File: config.mk
export PLATFORM = sky130hd
export DESIGN_NAME = pbm_master
export DESIGN_NICKNAME = d
export VERILOG_FILES = /design/src/common/pbm_pkg.sv /design/src/core/pbm_parity.sv /design/src/core/pbm_master.sv
export SDC_FILE = /design/constraint.sdc
export NUM_CORES = 1
export LEC_CHECK = 0
export ABC_CLOCK_PERIOD_IN_PS = 4540
export BUFFER_PORTS_ARGS = -buffer_cell sky130_fd_sc_hd__buf_2
export CAP_MARGIN = 20
export CORE_ASPECT_RATIO = 0.6
export CORE_MARGIN = 2
export CORE_UTILIZATION = 36
export DETAILED_ROUTE_END_ITERATION = 10
export PLACE_DENSITY = 0.69
export SETUP_SLACK_MARGIN = 0.1
export SLEW_MARGIN = 30
export SYNTH_ARGS = -nofsm -noshare
export SYNTH_HDL_FRONTEND = slang
export SYNTH_SLANG_ARGS = --single-unit
File: constraint.sdc
create_clock -name clk -period 4.54 [get_ports clk]
set_input_delay 1.362 -clock clk [delete_from_list [all_inputs] [get_ports clk]]
set_output_delay 1.362 -clock clk [all_outputs]
set_load 0.01 [all_outputs]
File: src/common/pbm_pkg.sv
package pbm_pkg;

    // ------------------------------------------------------------------
    // Bus commands and widths
    // ------------------------------------------------------------------
    localparam int          PBM_AW        = 32;
    localparam int          PBM_DW        = 64;
    localparam logic [3:0]  PBM_CMD_SPCYC = 4'h1;
    localparam logic [3:0]  PBM_CMD_DAC   = 4'hd;
    localparam logic [3:0]  PBM_BE_ALL    = 4'h0;
    localparam int          PBM_LO_W      = 32;

    // Cycles the master waits for a device select before giving up.
    localparam int          PBM_DEVSEL_TO = 5;
    // Cycles the master waits for a target ready in a data phase.
    localparam int          PBM_TRDY_TO   = 16;

    // ------------------------------------------------------------------
    // User command and answer carriers
    // ------------------------------------------------------------------
    typedef struct packed {
        logic        write;
        logic        wide;
        logic        dac;
        logic        locked;
        logic [3:0]  cmd;
        logic [63:0] addr;
        logic [7:0]  len;
    } pbm_req_s;

    typedef struct packed {
        logic [63:0] data;
        logic [7:0]  be_n;
    } pbm_word_s;

    typedef struct packed {
        logic        done;
        logic        master_abort;
        logic        target_stop;
        logic        perr;
        logic        serr;
        logic        got64;
    } pbm_status_s;

    typedef enum logic [2:0] {
        PBM_IDLE  = 3'b000,
        PBM_REQ   = 3'b001,
        PBM_ADDR  = 3'b010,
        PBM_ADDR2 = 3'b011,
        PBM_WAITD = 3'b100,
        PBM_DATA  = 3'b101,
        PBM_TURN  = 3'b110
    } pbm_state_e;

endpackage : pbm_pkg

File: src/core/pbm_parity.sv
`timescale 1ns/1ps

// Even parity over one 32-bit lane and its four command/enable lines.
module pbm_parity
    import pbm_pkg::*;
(
    input  wire logic [31:0] ad,   // Address/data lane.
    input  wire logic [3:0]  cbe,  // Command or byte enables of the lane.
    output logic             par   // Even parity bit.
);

    // ------------------------------------------------------------------
    // Parity
    // ------------------------------------------------------------------
    // The XOR makes the count of ones on lane, enables and parity even.
    assign par = ^{ad, cbe};

endmodule : pbm_parity

File: src/core/pbm_master.sv
`timescale 1ns/1ps

// ------------------------------------------------------------------
// Overview of operation
// - One address phase (two for DAC), then data phases.
// - Address on low lines; byte zero lowest.
// - Master drives command, then active-low enables.
// - Enables held across the whole data phase.
// - Master drives REQ64 timed like FRAME.
// - Upper half read only when REQ64 and ACK64; driven on REQ64 alone.
// - DAC puts upper address and command up; the upper address lane is driven only for wide requests.
// - FRAME held until the final data phase.
// - IRDY only with data or room.
// - PAR even over low lane and enables.
// - PAR64 even over upper lane and enables.
// - Own request and grant per master.
// - Locked addresses excluded for other transactions; the master only drives LOCK low during a locked request.
// ------------------------------------------------------------------
module pbm_master
    import pbm_pkg::*;
#(
    parameter int DEVSEL_TO = PBM_DEVSEL_TO, // Master abort timeout in cycles.
    parameter int TRDY_TO   = PBM_TRDY_TO    // Data phase timeout in cycles.
) (
    input  wire logic        clk,          // Bus clock, 40 MHz.
    input  wire logic        rst,          // Synchronous reset, active high.
    input  wire logic        req_valid,    // User command valid.
    output logic             req_ready,    // Command accepted.
    input  wire pbm_req_s    req,          // Command.
    input  wire pbm_word_s   wdata,        // Write word for the current phase.
    output logic             wdata_ready,  // Write word consumed this cycle.
    output pbm_word_s        rdata,        // Read word.
    output logic             rdata_valid,  // Read word pulse.
    output pbm_status_s      status,       // End-of-transaction status.
    output logic             irq_n_any,    // Any interrupt line low, synced.
    output logic             snoop_dirty,  // Snoop hit a modified line, synced.
    output logic             snoop_clean,  // Snoop clean, synced.
    output logic             req64_strap,  // 64-bit strap sampled after reset.
    output logic             req_n,        // Bus request to arbiter.
    input  wire logic        gnt_n,        // Bus grant from arbiter.
    input  wire logic [63:0] ad_i,         // AD pins in.
    output logic [63:0]      ad_o,         // AD pins out.
    output logic             ad_oe,        // AD low lane drive.
    output logic             ad_hi_oe,     // AD high lane drive.
    output logic [7:0]       cbe_n_o,      // Command/enables out.
    output logic             cbe_oe,       // Command/enables drive.
    input  wire logic        par_i,        // PAR in.
    input  wire logic        par64_i,      // PAR64 in.
    output logic             par_o,        // PAR out.
    output logic             par64_o,      // PAR64 out.
    output logic             par_oe,       // PAR and PAR64 drive.
    output logic             frame_n_o,    // FRAME out.
    output logic             req64_n_o,    // REQ64 out.
    output logic             ctl_oe,       // FRAME, REQ64, IRDY drive.
    output logic             irdy_n_o,     // IRDY out.
    output logic             lock_n_o,     // LOCK out.
    output logic             lock_oe,      // LOCK drive.
    input  wire logic        req64_n_i,    // REQ64 pin in, for reset strap.
    input  wire logic        devsel_n_i,   // DEVSEL in.
    input  wire logic        ack64_n_i,    // ACK64 in.
    input  wire logic        trdy_n_i,     // TRDY in.
    input  wire logic        stop_n_i,     // STOP in.
    input  wire logic        perr_n_i,     // PERR in.
    input  wire logic        serr_n_i,     // SERR in.
    input  wire logic [3:0]  int_n_i,      // INTA..INTD in.
    input  wire logic        sdone_i,      // Snoop done in.
    input  wire logic        sbo_n_i,      // Snoop backoff in.
    output logic             idsel_o       // Configuration chip select.
);

    // ------------------------------------------------------------------
    // Input synchronisers
    // ------------------------------------------------------------------
    localparam int NSY = 14;
    logic [NSY-1:0] raw_in, sy1_q, sy2_q;
    assign raw_in = {gnt_n, devsel_n_i, ack64_n_i, trdy_n_i, stop_n_i, perr_n_i,
                     serr_n_i, int_n_i, sdone_i, sbo_n_i, req64_n_i};

    // Two flops per pin before any logic reads it.
    always_ff @(posedge clk) begin
        if (rst) begin
            sy1_q <= '1;
            sy2_q <= '1;
        end else begin
            sy1_q <= raw_in;
            sy2_q <= sy1_q;
        end
    end

    logic gnt_s, devsel_s, ack64_s, trdy_s, stop_s, perr_s, serr_s;
    logic sdone_s, sbo_s, req64_s;
    logic [3:0] int_s;
    assign {gnt_s, devsel_s, ack64_s, trdy_s, stop_s, perr_s, serr_s, int_s,
            sdone_s, sbo_s, req64_s} = ~sy2_q ^ {10'h000, 4'h4};

    // ------------------------------------------------------------------
    // Sequencer state
    // ------------------------------------------------------------------
    pbm_state_e  state_q;
    pbm_req_s    cur_q;
    logic [7:0]  left_q;
    logic [4:0]  tmo_q;
    logic        wide_q;
    logic [2:0]  strap_sh_q;

    // The last data phase is the one where FRAME is released.
    logic last_ph;
    assign last_ph = (left_q == 8'h01);
    logic xfer;
    assign xfer = (state_q == PBM_DATA) && trdy_s;

    assign req_ready   = (state_q == PBM_IDLE) && !rst;
    assign wdata_ready = xfer && cur_q.write;

    // Main transaction sequencer.
    always_ff @(posedge clk) begin
        if (rst) begin
            state_q <= PBM_IDLE;
            cur_q   <= '0;
            left_q  <= 8'h00;
            tmo_q   <= 5'h00;
            wide_q  <= 1'b0;
        end else begin
            case (state_q)
                PBM_IDLE: if (req_valid) begin
                    cur_q   <= req;
                    left_q  <= (req.len == 8'h00) ? 8'h01 : req.len;
                    state_q <= PBM_REQ;
                end
                PBM_REQ: if (gnt_s) begin
                    state_q <= PBM_ADDR;
                end
                PBM_ADDR: begin
                    tmo_q   <= 5'h00;
                    state_q <= cur_q.dac ? PBM_ADDR2 : PBM_WAITD;
                end
                PBM_ADDR2: state_q <= PBM_WAITD;
                PBM_WAITD: begin
                    tmo_q <= tmo_q + 5'h01;
                    if (devsel_s) begin
                        wide_q  <= cur_q.wide && ack64_s;
                        tmo_q   <= 5'h00;
                        state_q <= PBM_DATA;
                    end else if (tmo_q == 5'(DEVSEL_TO)) begin
                        state_q <= PBM_TURN;
                    end
                end
                PBM_DATA: begin
                    tmo_q <= tmo_q + 5'h01;
                    if (xfer) begin
                        tmo_q  <= 5'h00;
                        left_q <= left_q - 8'h01;
                        cur_q.addr <= cur_q.addr + (wide_q ? 64'h8 : 64'h4);
                    end
                    if ((xfer && last_ph) || stop_s || !devsel_s
                        || tmo_q == 5'(TRDY_TO)) begin
                        state_q <= PBM_TURN;
                    end
                end
                PBM_TURN: state_q <= PBM_IDLE;
                default:  state_q <= PBM_IDLE;
            endcase
        end
    end

    // ------------------------------------------------------------------
    // Pin drive
    // ------------------------------------------------------------------
    logic [31:0] lo_ad, hi_ad;
    logic [3:0]  lo_cbe, hi_cbe;
    logic        par_lo, par_hi;

    // Address and command per phase; enables during data.
    always_comb begin
        lo_ad  = cur_q.addr[31:0];
        hi_ad  = cur_q.addr[63:32];
        lo_cbe = cur_q.cmd;
        hi_cbe = cur_q.cmd;
        if (state_q == PBM_ADDR && cur_q.dac) begin
            lo_cbe = PBM_CMD_DAC;
        end else if (state_q == PBM_ADDR2) begin
            lo_ad = cur_q.addr[63:32];
        end else if (state_q == PBM_WAITD || state_q == PBM_DATA) begin
            lo_ad  = wdata.data[31:0];
            hi_ad  = wdata.data[63:32];
            lo_cbe = wdata.be_n[3:0];
            hi_cbe = wdata.be_n[7:4];
        end
    end

    // Parity is taken over the lanes as they stand on the pins, so it trails them by a clock.
    pbm_parity u_par_lo (.ad(ad_o[31:0]), .cbe(cbe_n_o[3:0]), .par(par_lo));
    pbm_parity u_par_hi (.ad(ad_o[63:32]), .cbe(cbe_n_o[7:4]), .par(par_hi));

    logic active, addr_ph, drv_data;
    assign active   = (state_q == PBM_ADDR) || (state_q == PBM_ADDR2) ||
                      (state_q == PBM_WAITD) || (state_q == PBM_DATA);
    assign addr_ph  = (state_q == PBM_ADDR) || (state_q == PBM_ADDR2);
    assign drv_data = addr_ph || cur_q.write;

    // FRAME drops as the final phase starts, or one clock before IRDY on an early end.
    logic ending, frame_on;
    assign ending   = (state_q == PBM_WAITD && !devsel_s && tmo_q == 5'(DEVSEL_TO))
                      || (state_q == PBM_DATA && ((xfer && last_ph) || stop_s || !devsel_s
                          || tmo_q == 5'(TRDY_TO)));
    assign frame_on = addr_ph || ((state_q == PBM_WAITD || state_q == PBM_DATA) && !ending
                      && !last_ph && !(xfer && left_q == 8'h02));

    // Registered pin drive; parity lags its lane by one clock.
    always_ff @(posedge clk) begin
        if (rst) begin
            ad_o <= '0; ad_oe <= 1'b0; ad_hi_oe <= 1'b0;
            cbe_n_o <= 8'hff; cbe_oe <= 1'b0;
            frame_n_o <= 1'b1; req64_n_o <= 1'b1; irdy_n_o <= 1'b1; ctl_oe <= 1'b0;
            par_o <= 1'b0; par64_o <= 1'b0; par_oe <= 1'b0;
            lock_n_o <= 1'b1; lock_oe <= 1'b0;
        end else begin
            ad_o      <= {hi_ad, lo_ad};
            ad_oe     <= active && drv_data;
            ad_hi_oe  <= active && drv_data && cur_q.wide;
            cbe_n_o   <= {hi_cbe, lo_cbe};
            cbe_oe    <= active;
            frame_n_o <= !frame_on;
            req64_n_o <= !(frame_on && cur_q.wide);
            irdy_n_o  <= !(state_q == PBM_WAITD || (state_q == PBM_DATA && !(xfer && last_ph)));
            ctl_oe    <= active || state_q == PBM_TURN;
            par_o     <= par_lo;
            par64_o   <= par_hi;
            par_oe    <= ad_oe;
            lock_n_o  <= !(active && cur_q.locked);
            lock_oe   <= active || state_q == PBM_TURN;
        end
    end

    // Configuration select while a configuration address is out.
    always_ff @(posedge clk) begin
        if (rst) idsel_o <= 1'b0;
        else     idsel_o <= addr_ph && (cur_q.cmd[3:1] == 3'h5);
    end

    assign req_n = !(state_q == PBM_REQ || state_q == PBM_ADDR);

    // ------------------------------------------------------------------
    // Read data, status and side inputs
    // ------------------------------------------------------------------
    // Read words, error and end status.
    always_ff @(posedge clk) begin
        if (rst) begin
            rdata <= '0; rdata_valid <= 1'b0; status <= '0;
        end else begin
            rdata_valid <= xfer && !cur_q.write;
            if (xfer && !cur_q.write) begin
                rdata.data <= wide_q ? ad_i : {32'h0, ad_i[31:0]};
                rdata.be_n <= wdata.be_n;
            end
            status.done         <= (state_q == PBM_TURN);
            status.master_abort <= (state_q == PBM_WAITD) && !devsel_s
                                   && tmo_q == 5'(DEVSEL_TO);
            status.target_stop  <= (state_q == PBM_DATA) && stop_s;
            status.perr         <= active && perr_s && cur_q.cmd != PBM_CMD_SPCYC;
            status.serr         <= serr_s;
            status.got64        <= wide_q;
        end
    end

    // Snoop, interrupt and reset-strap status.
    always_ff @(posedge clk) begin
        if (rst) begin
            snoop_dirty <= 1'b0; snoop_clean <= 1'b0; irq_n_any <= 1'b1;
            strap_sh_q <= 3'b001; req64_strap <= 1'b0;
        end else begin
            snoop_dirty <= sdone_s && sbo_s;
            snoop_clean <= sdone_s && !sbo_s;
            irq_n_any   <= !(|int_s);
            strap_sh_q  <= {strap_sh_q[1:0], 1'b0};
            // Third clock: the first pin sample taken after reset has left the synchroniser.
            if (strap_sh_q[2]) req64_strap <= req64_s;
        end
    end

endmodule : pbm_master

# [After elaboration in Yosys (flattened, before gate mapping)]
# Cells that the tools add are included.
[op_classes] addsub=3 mul=0 div=0 magnitude_cmp=0 n_eq_ne=17 shifts=0 mux=32 bitwise_logic=2 n_reduce_logical=64
[ops] cell="32-bit 2-to-1 mux" n=6
[ops] cell="64-bit 2-to-1 mux" n=2
[ops] cell="64-bit one-hot mux with 2 select lines" n=1
[ops] cell="72-bit 2-to-1 mux" n=1
[ops] cell="36-bit XOR reduction" n=2
[ops] cell="64-bit by 4-bit adder with 64-bit output" n=1
[ops] cell="1-bit logical AND" n=25
[ops] cell="4-bit 2-to-1 mux" n=6
[ops] cell="8-bit 2-to-1 mux" n=3
[ops] cell="3-bit 2-to-1 mux" n=6
[ops] cell="3-bit one-hot mux with 6 select lines" n=1
[ops] cell="8-bit one-hot mux with 2 select lines" n=1
[ops] cell="5-bit one-hot mux with 3 select lines" n=1
[ops] cell="1-bit logical NOT" n=14
[ops] cell="14-bit NOT" n=1
[ops] cell="1-bit logical OR" n=13
[ops] cell="3-bit equality test (second input constant)" n=4
[ops] cell="5-bit 2-to-1 mux" n=2
[ops] cell="8-bit by 1-bit equality test with 1-bit output (second input constant)" n=1
[ops] cell="8-bit by 2-bit equality test with 1-bit output (second input constant)" n=1
[ops] cell="8-bit logical NOT" n=1
[ops] cell="2-bit inequality test (second input constant)" n=4
[ops] cell="8-bit by 1-bit subtractor with 8-bit output (second input constant)" n=1
[ops] cell="3-bit by 2-bit equality test with 1-bit output (second input constant)" n=2
[ops] cell="17 further kinds" n=18
[totals] register_bits=295 latch_bits=0 ramBits=0 rom_bits=0 memories=0

# [Longest topological paths before layout]
# Gate-level depths: netlist (run 1).
[depth] depth_word=15 depth_mapped=13

# [Modules after synthesis]
# From an unflattened synthesis (run 1), not the netlist that was laid out.
[unflattened] cells_unflattened=1646 area_unflattened_um2=13181.4
[by_module_without_submodules] module="pbm_master" instances=1 cells_each=1578 area_per_inst_um2=12558.3 seq_area_each_um2=5745.5
[by_module_without_submodules] module="pbm_parity" instances=2 cells_each=34 area_per_inst_um2=311.5 seq_area_each_um2=0.0

# [Least setup slack after synthesis (run 1)]
# OpenSTA, ideal clock, no wires.
[synth_timing] path_type="input to output" startpoint="input req_valid" endpoint="output wdata_ready" t_arrival_ns=2.749 setup_slack_ns=0.429 path_stages=5 path_buffers=2 cell_sequence="or3b_1 -> a21oi_2 -> clkbuf_1 -> clkbuf_1 -> and3_1"
[synth_lines] element="from (decl)" line_no="pbm_master.sv:27" text="input wire logic req_valid,"
[synth_lines] element="to (decl)" line_no="pbm_master.sv:31" text="output logic wdata_ready,"

==> key figures, run 1 <==
Synth
  – Syn Area/Cell: 7.96 um2
  – Ys Warns: 0
  – Largest family of logic cells by synthesized area: simple AND/OR/NAND/NOR gates
  – Seq cells post-synth: between 200 and 300
  – Sequential cell area fraction in the yosys report: 44.2%
  – Count of different cell masters after synthesis: 76
  – XOR/XNOR share of the synthesized area: 4.87%
  – Post-synthesis simple-gate area fraction: between 20% and 30%
  – Compound-Gate Fraction of Synth Area: between 10% and 20%
  – Cells after Synth: roughly 1600
  – Adder-Cell Fraction of Synth Area: less than 1%
  – Primary FF master, synth: dfxtp_1
  – Post-synth EDFFs: 0
  – Synth Net Count: 1876
  – Ys async rst share: 0%
  – Mapped Area: 13000 um2
  – Mux contribution to synthesized area: less than 1%

Setup path
  – Critical path type: in -> out
  – Worst R2R End: cur_q[62]
  – FF-to-FF path depth: 10
  – Reg2Reg Setup Slack: 1060 ps
  – Critical Path Max Stage Delay: 410 ps
  – Crit path max fanout: 3
  – Worst EP arrival: 2390 ps
  – Critical-path top delay cell: or3b_1
  – Critical path launch point type: input port
  – FF-to-FF Start: wide_q
  – Worst EP required: around 3200 ps
  – Setup crit end kind: output port
  – Crit path cell chain: buf_2, or3b_1, a21oi_4, and3_1, buf_2
  – Cell mode on critical path: buf_2

STA
  – RSZ-0062 raised after global routing: no
  – Clock skew: 18.0 ps
  – TNS Setup: 0 ps
  – Fin. max-slew vios: 0
  – Highest Clock Rate: 267 MHz
  – Final setup fails: 0
  – Final period util: 82.6%
  – Max_slew headroom: 35.8%
  – Worst-margin pin slew: between 900 and 1000 ps
  – Tmin final: 3750 ps
  – Final Hold Viols: 0

Drt
  – Per-cell routed wire length: 20.9 um
  – Routed WL: 51100 um
  – Vias/cell: 5.55
  – Via total after detailed routing: approximately 14000
  – Drt drc: 0
  – Iteration-0 DRC Markers: ~1300
  – Drt first pass iters: 6
  – Antenna Nets Post-Route: 0

Power and ir drop
  – Internal: 5.10 mW
  – Maximum vdd ir drop: approximately 0.36 mV
  – Power Density: 489 nW/um2
  – NetSw: roughly 2.8 mW
  – Leak: 6.55 nW
  – Clock share of power: 31.0%
  – Switching part of the total: 35.7%
  – Gate power share: between 20 and 30%
  – Share of power burned in registers: 41.0%

Clock tree
  – Post-CTS Setup Inserts: 0
  – Post-CTS Resized: 0
  – CTS buffer count: 29
  – CTS H-tree depth: 1
  – Root Buffer: clkbuf_16
  – Clock sink count: 287
  – CTS tree: built
  – Hold Buf Count CTS: 0
  – Max Root-Sink Buffers: 3
  – Clk_lat worst skew: 580 ps
  – Worst-path clk slew: 60 ps

Global routing
  – Vias in the first global route: 12600
  – Initial antenna violation count: 7
  – Largest net degree at the start of global routing: ~130
  – Tot GR Track Use: 25.7%
  – First-pass GRT wire length: about 75000 um
  – Total grt overflow: 0

Floorplan
  – Die Y: between 150 and 200 um
  – Initial core utilization: 36.8%
  – Core area: 35300 um2
  – Full die area: 37700 um2
  – I/O pins: 406
  – Die W: 249 um
  – Core Rows: 53

Min path
  – Hold EP: status[1]
  – Min-Delay Path Class: reg -> reg
  – Hold wc startpoint: sy2_q[7]
  – Hold path cells: 1

Cells and area
  – Final nets: 2199
  – Commonest non-fill, non-tap cell in the layout: buf_2
  – Commonest non-fill, non-tap cells in the layout: 402 x buf_2, 310 x nand2_1, 287 x dfxtp_1, 198 x a21oi_1, 102 x nand3_1
  – Fin area: 16300 um2
  – Layout cell share with drive strength beyond 1: roughly 27%
  – Synthesis-to-layout area growth: 25.2%

Placement
  – Global placer's final weighted congestion: between 0.9 and 1
  – Hpwl dp: 37700 um
  – Post-DP Area: 15300 um2
  – Port bufs: 403

Status
  – Status: finished clean

Flow run
  – Max cap viols: 0
## sequential cells by signal, indices dropped and copies added, names as in the netlist, 3 cells and up
register,count
cur_q,72
rdata,72
ad_o,64
sy1_q,14
sy2_q,14
cbe_n_o,8
left_q,8
status,6
tmo_q,5
state_q,3
strap_sh_q,3
## Yosys cell counts, types with 9 or more instances
cell type | n | share of area, %
nor3b_1 | 9 | 0.52
nand2_1 | 310 | 9.0
nand3_1 | 102 | 3.9
a21oi_1 | 198 | 7.6
xnor2_1 | 60 | 4.0
nor4_1 | 13 | 0.63
and2_1 | 11 | 0.53
nor2_1 | 81 | 2.3
a311oi_1 | 12 | 0.81
a22oi_1 | 39 | 2.3
o21ai_0 | 76 | 2.9
a31oi_1 | 20 | 0.96
or2_2 | 33 | 1.6
a211oi_1 | 9 | 0.52
nand4_1 | 25 | 1.2
clkbuf_1 | 106 | 3.1
inv_1 | 15 | 0.43
buf_2 | 14 | 0.54
buf_1 | 9 | 0.26
nor3_1 | 21 | 0.81
dfxtp_1 | 287 | 44
and3_1 | 31 | 1.5
## worst max-delay path by stage
stage | endpoint | startpoint | cells past startpoint | slack [ps]
floorplan | wdata_ready | req_valid | 5 | 430
global placement | wdata_ready | req_valid | 5 | 820
detailed placement | wdata_ready | req_valid | 5 | 810
CTS | wdata_ready | req_valid | 5 | 800
global route | wdata_ready | req_valid | 5 | 730
finish | wdata_ready | req_valid | 5 | 790
## stage by stage
| step | hold WS (ps) | instances | setup slack (ps) | utilization [%] | power (mW) |
|---|---|---|---|---|---|
| floorplan | 358 | 1632 | 429 | - | 4.62 |
| global placement | 371 | 2391 | 821 | 43.3 | 5.43 |
| detailed placement | 367 | 2391 | 809 | 43.3 | 5.48 |
| CTS | 382 | 2445 | 801 | 46.0 | 7.95 |
| global route | 405 | 2447 | 727 | 46.1 | 8.30 |
| finish | 383 | 2448 | 792 | 46.1 | 7.94 |
## kinds of logic after synthesis
| group | after synthesis |
|---|---|
| and+or+nand+nor | 698 |
| AOI/OAI and AO/OA | 416 |
| DFF | 287 |
| buffers and inverters | 150 |
| xor gates and xnor gates | 69 |
| adders and majority gates | 9 |
| muxes | 3 |
## area by class of cell
class	count	area (um2)
antenna	3	7.51
clock buffer	33	761
clock inverter	21	203
fill	3490	19000
inverter	15	56.3
multi-input combinational	1195	6660
sequential	287	5750
tap	467	584
timing repair buffer	427	2230
## power groups by stage
| stage | clock [mW] | sequential [mW] | combinational, mW |
|---|---|---|---|
| 2_1_floorplan | 0 | 3.14 | 1.48 |
| 3_3_place_gp | 0 | 3.27 | 2.17 |
| 3_5_place_dp | 0 | 3.28 | 2.20 |
| 4_1_cts | 2.51 | 3.23 | 2.21 |
| 5_1_grt | 2.60 | 3.28 | 2.42 |
| 6_report | 2.46 | 3.25 | 2.23 |
## metal layers
layer	track usage, %	routed length [um]	share of wire (%)
met1	35.4	22300	44
met2	39.2	22100	43
met5	0	39	0.076
met4	6.33	1140	2.2
met3	7.85	5450	11
## worst max-delay path, delay by kind of cell
family	cells	cell delay [ps]
AND/OR/NAND/NOR	2	590
buffers and inverters	2	270
AO/OA/AOI/OAI	1	160
(Power assumes the default switching activity.)
==> run 2: changes to the inputs <==
ABC_CLOCK_PERIOD_IN_PS = 3900   (was 4540)
clock period = 3.9 ns   (was 4.54 ns; I/O delays follow)
==> run 2 against run 1 <==
Against the previous run: first-iteration DRC count increased by 8.0%; clock power rose by 23%; largest power group unchanged; sequential share of layout area fell by 0.21 points; largest cell class unchanged; count of clock-buffer cells in the layout unchanged; highest routed layer unchanged.
==> key figures, run 2 (same netlist as run 1, synthesis figures left out) <==
Power and ir drop
  – Maximum vdd ir drop: 0.318 mV (-12%)
  – Clock share of power: 32.2% (+1.2 points)
  – Leak: 6.61 nW (+0.87%)
  – Gate power share: 27.6% (-0.4 points)
  – Internal: 6.13 mW (+20%)
  – Switching part of the total: 34.6% (-1.1 points)
  – Share of power burned in registers: 40.2% (-0.8 points)
  – NetSw: 3.24 mW (+14%)
  – Power Density: 573 nW/um2 (+17%)

Drt
  – Vias/cell: 5.57 (+0.34%)
  – Drt first pass iters: 6 (unchanged)
  – Routed WL: 51300 um (+0.54%)
  – Antenna Nets Post-Route: 0 (unchanged)
  – Drt drc: 0 (unchanged)
  – Via total after detailed routing: 13600 (+0.38%)
  – Per-cell routed wire length: 21.0 um (+0.50%)
  – Iteration-0 DRC Markers: 1431 (+8.0%)

Floorplan
  – Core Rows: 53 (unchanged)
  – Die Y: 151 um (unchanged)
  – I/O pins: 406 (unchanged)
  – Die W: 249 um (unchanged)
  – Full die area: 37700 um2 (unchanged)
  – Core area: 35300 um2 (unchanged)
  – Initial core utilization: 36.8% (unchanged)

Min path
  – Min-Delay Path Class: reg -> reg

STA
  – Hold slack: 386 ps (+3.26 ps)
  – Worst-margin pin slew: 883 ps (-80.4 ps)
  – Final Hold Viols: 0 (unchanged)
  – Clock skew: 27.0 ps (+9.01 ps)
  – Highest Clock Rate: between 200 and 300 MHz
  – Final setup fails: 0 (unchanged)
  – TNS Setup: 0 ps (unchanged)
  – Max_slew headroom: 41.1% (+5.4 points)
  – RSZ-0062 raised after global routing: no
  – Final period util: between 80% and 90%
  – Fin. max-slew vios: 0 (unchanged)
  – Tmin final: 3340 ps

Cells and area
  – # fillers: 3443 (-1.3%)
  – Area occupied by multi-input gates: 6670 um2 (about the same)
  – Post-Layout Cell Count: 2449 (+0.041%)
  – Layout cell share with drive strength beyond 1: 27.2% (+0.16 points)
  – Commonest non-fill, non-tap cell in the layout: buf_2
  – Register Area: 5750 um2 (unchanged)
  – Final nets: 2204 (+0.23%)
  – Synthesis-to-layout area growth: 25.9%
  – Fin util: 46.3% (+0.27 points)
  – Fin area: 16300 um2 (+0.59%)
  – Commonest non-fill, non-tap cells in the layout: 402 x buf_2, 310 x nand2_1, 287 x dfxtp_1, 198 x a21oi_1, 102 x nand3_1
  – Largest registers: cur_q: 72 flops, rdata: 72 flops, ad_o: 64 flops

Setup path
  – Critical Path Max Stage Delay: 410 ps (about the same)
  – Cell mode on critical path: buf_2
  – Worst EP arrival: 2170 ps (-220 ps)
  – Largest delay share family, worst path: simple AND/OR/NAND/NOR gates
  – Crit path cell chain: buf_2, or3b_1, a21oi_4, and3_1, buf_2
  – Critical path launch point type: input port
  – Worst EP required: 2730 ps (-450 ps)
  – Crit path max fanout: 2 (-1)
  – Critical-path top delay cell: or3b_1
  – Setup crit end kind: output port
  – Critical path type: in -> out
  – Critical path buffers and inverters: 2 (unchanged)

Placement
  – Global placer's final weighted congestion: 0.976 (+1.5%)
  – Post-DP Area: 15300 um2 (+0.29%)
  – Port bufs: 403 (unchanged)
  – Hpwl dp: 38300 um (+1.6%)
  – Inst Count DP: 2397 (+0.25%)

Global routing
  – Tot GR Track Use: 26.0% (+0.31 points)
  – Initial antenna violation count: 3 (-4)
  – Total grt overflow: 0 (unchanged)
  – First-pass GRT wire length: 75600 um (+1.2%)
  – Vias in the first global route: 12500 (-0.65%)
  – Largest net degree at the start of global routing: 136 (+6.3%)

Clock tree
  – CTS tree: built
  – Worst-path clk slew: 70 ps (about the same)
  – CTS H-tree depth: 1 (unchanged)
  – Clock sink count: 287 (unchanged)
  – CTS buffer count: 28 (-3.4%)
  – Post-CTS Setup Inserts: 0 (unchanged)
  – Root Buffer: clkbuf_16
  – Hold Buf Count CTS: 0 (unchanged)
  – Clk_lat worst skew: 580 ps (about the same)
  – Max Root-Sink Buffers: 3 (unchanged)
  – Post-CTS Resized: 0 (unchanged)

Status
  – Status: finished clean

Flow run
  – Max cap viols: 0 (unchanged)
[run 2: cell count changes in the layout (fill, tap and decap cells not counted), sizes merged]
| cell | before | now |
|---|---|---|
| clkinv | 11 | 9 |
| buf | 426 | 432 |
| bufinv | 2 | 5 |
| diode | 3 | 1 |
| inv | 19 | 16 |
| clkinvlp | 4 | 3 |
[run 2: layout make-up]
cell class / instances / share of cell area [%]
Multi-Input combinational cell: 1195 / 40.8
Sequential cell: 287 / 35.1
Timing Repair Buffer: 433 / 13.9
Clock buffer: 33 / 4.71
Tap cell: 467 / 3.57
Clock inverter: 18 / 1.48
Inverter: 15 / 0.344
Antenna cell: 1 / 0.0153
[run 2: routing by layer]
layer	up-vias	part of all wire, %	GRT usage [%]
met5	-	0.047	0
met4	4	2.3	5.93
met3	86	11	6.75
met2	743	43	39.6
met1	6421	44	36.8
li1	6376	-	-
[run 2: final timing paths]
check | startpoint | end | slack, ps | depth (start not counted)
min | sy2_q[8] | status[2] | 390 | 1
max | req_valid | wdata_ready | 560 | 5
min reg2reg | sy2_q[8] | status[2] | 390 | 1
max reg2reg | wide_q | cur_q[62] | 620 | 10
[run 2: through the flow]
stage	power (mW)	setup slack [ps]
floorplan	5.38	173
global placement	6.32	563
detailed placement	6.37	460
CTS	9.38	557
global route	9.82	392
finish	9.37	556
[run 2: power by group through the flow]
stage          Combinational (mW)  Clock, mW  Sequential, mW
2_1_floorplan                1.73          0            3.65
3_5_place_dp                 2.57          0            3.81
6_report                     2.59       3.02            3.77
3_3_place_gp                 2.53          0            3.79
4_1_cts                      2.58       3.05            3.74
5_1_grt                      2.84       3.18            3.81
[run 2: worst reg2reg max path, stage by stage (launching register included)]
cell	delay [ps]
dfxtp_1	310
inv_1	180
ha_1	230
inv_1	60
fa_1	450
and4b_1	330
nand2_1	130
nor4_4	490
and2_0	510
mux2_2	400
a31oi_1	150
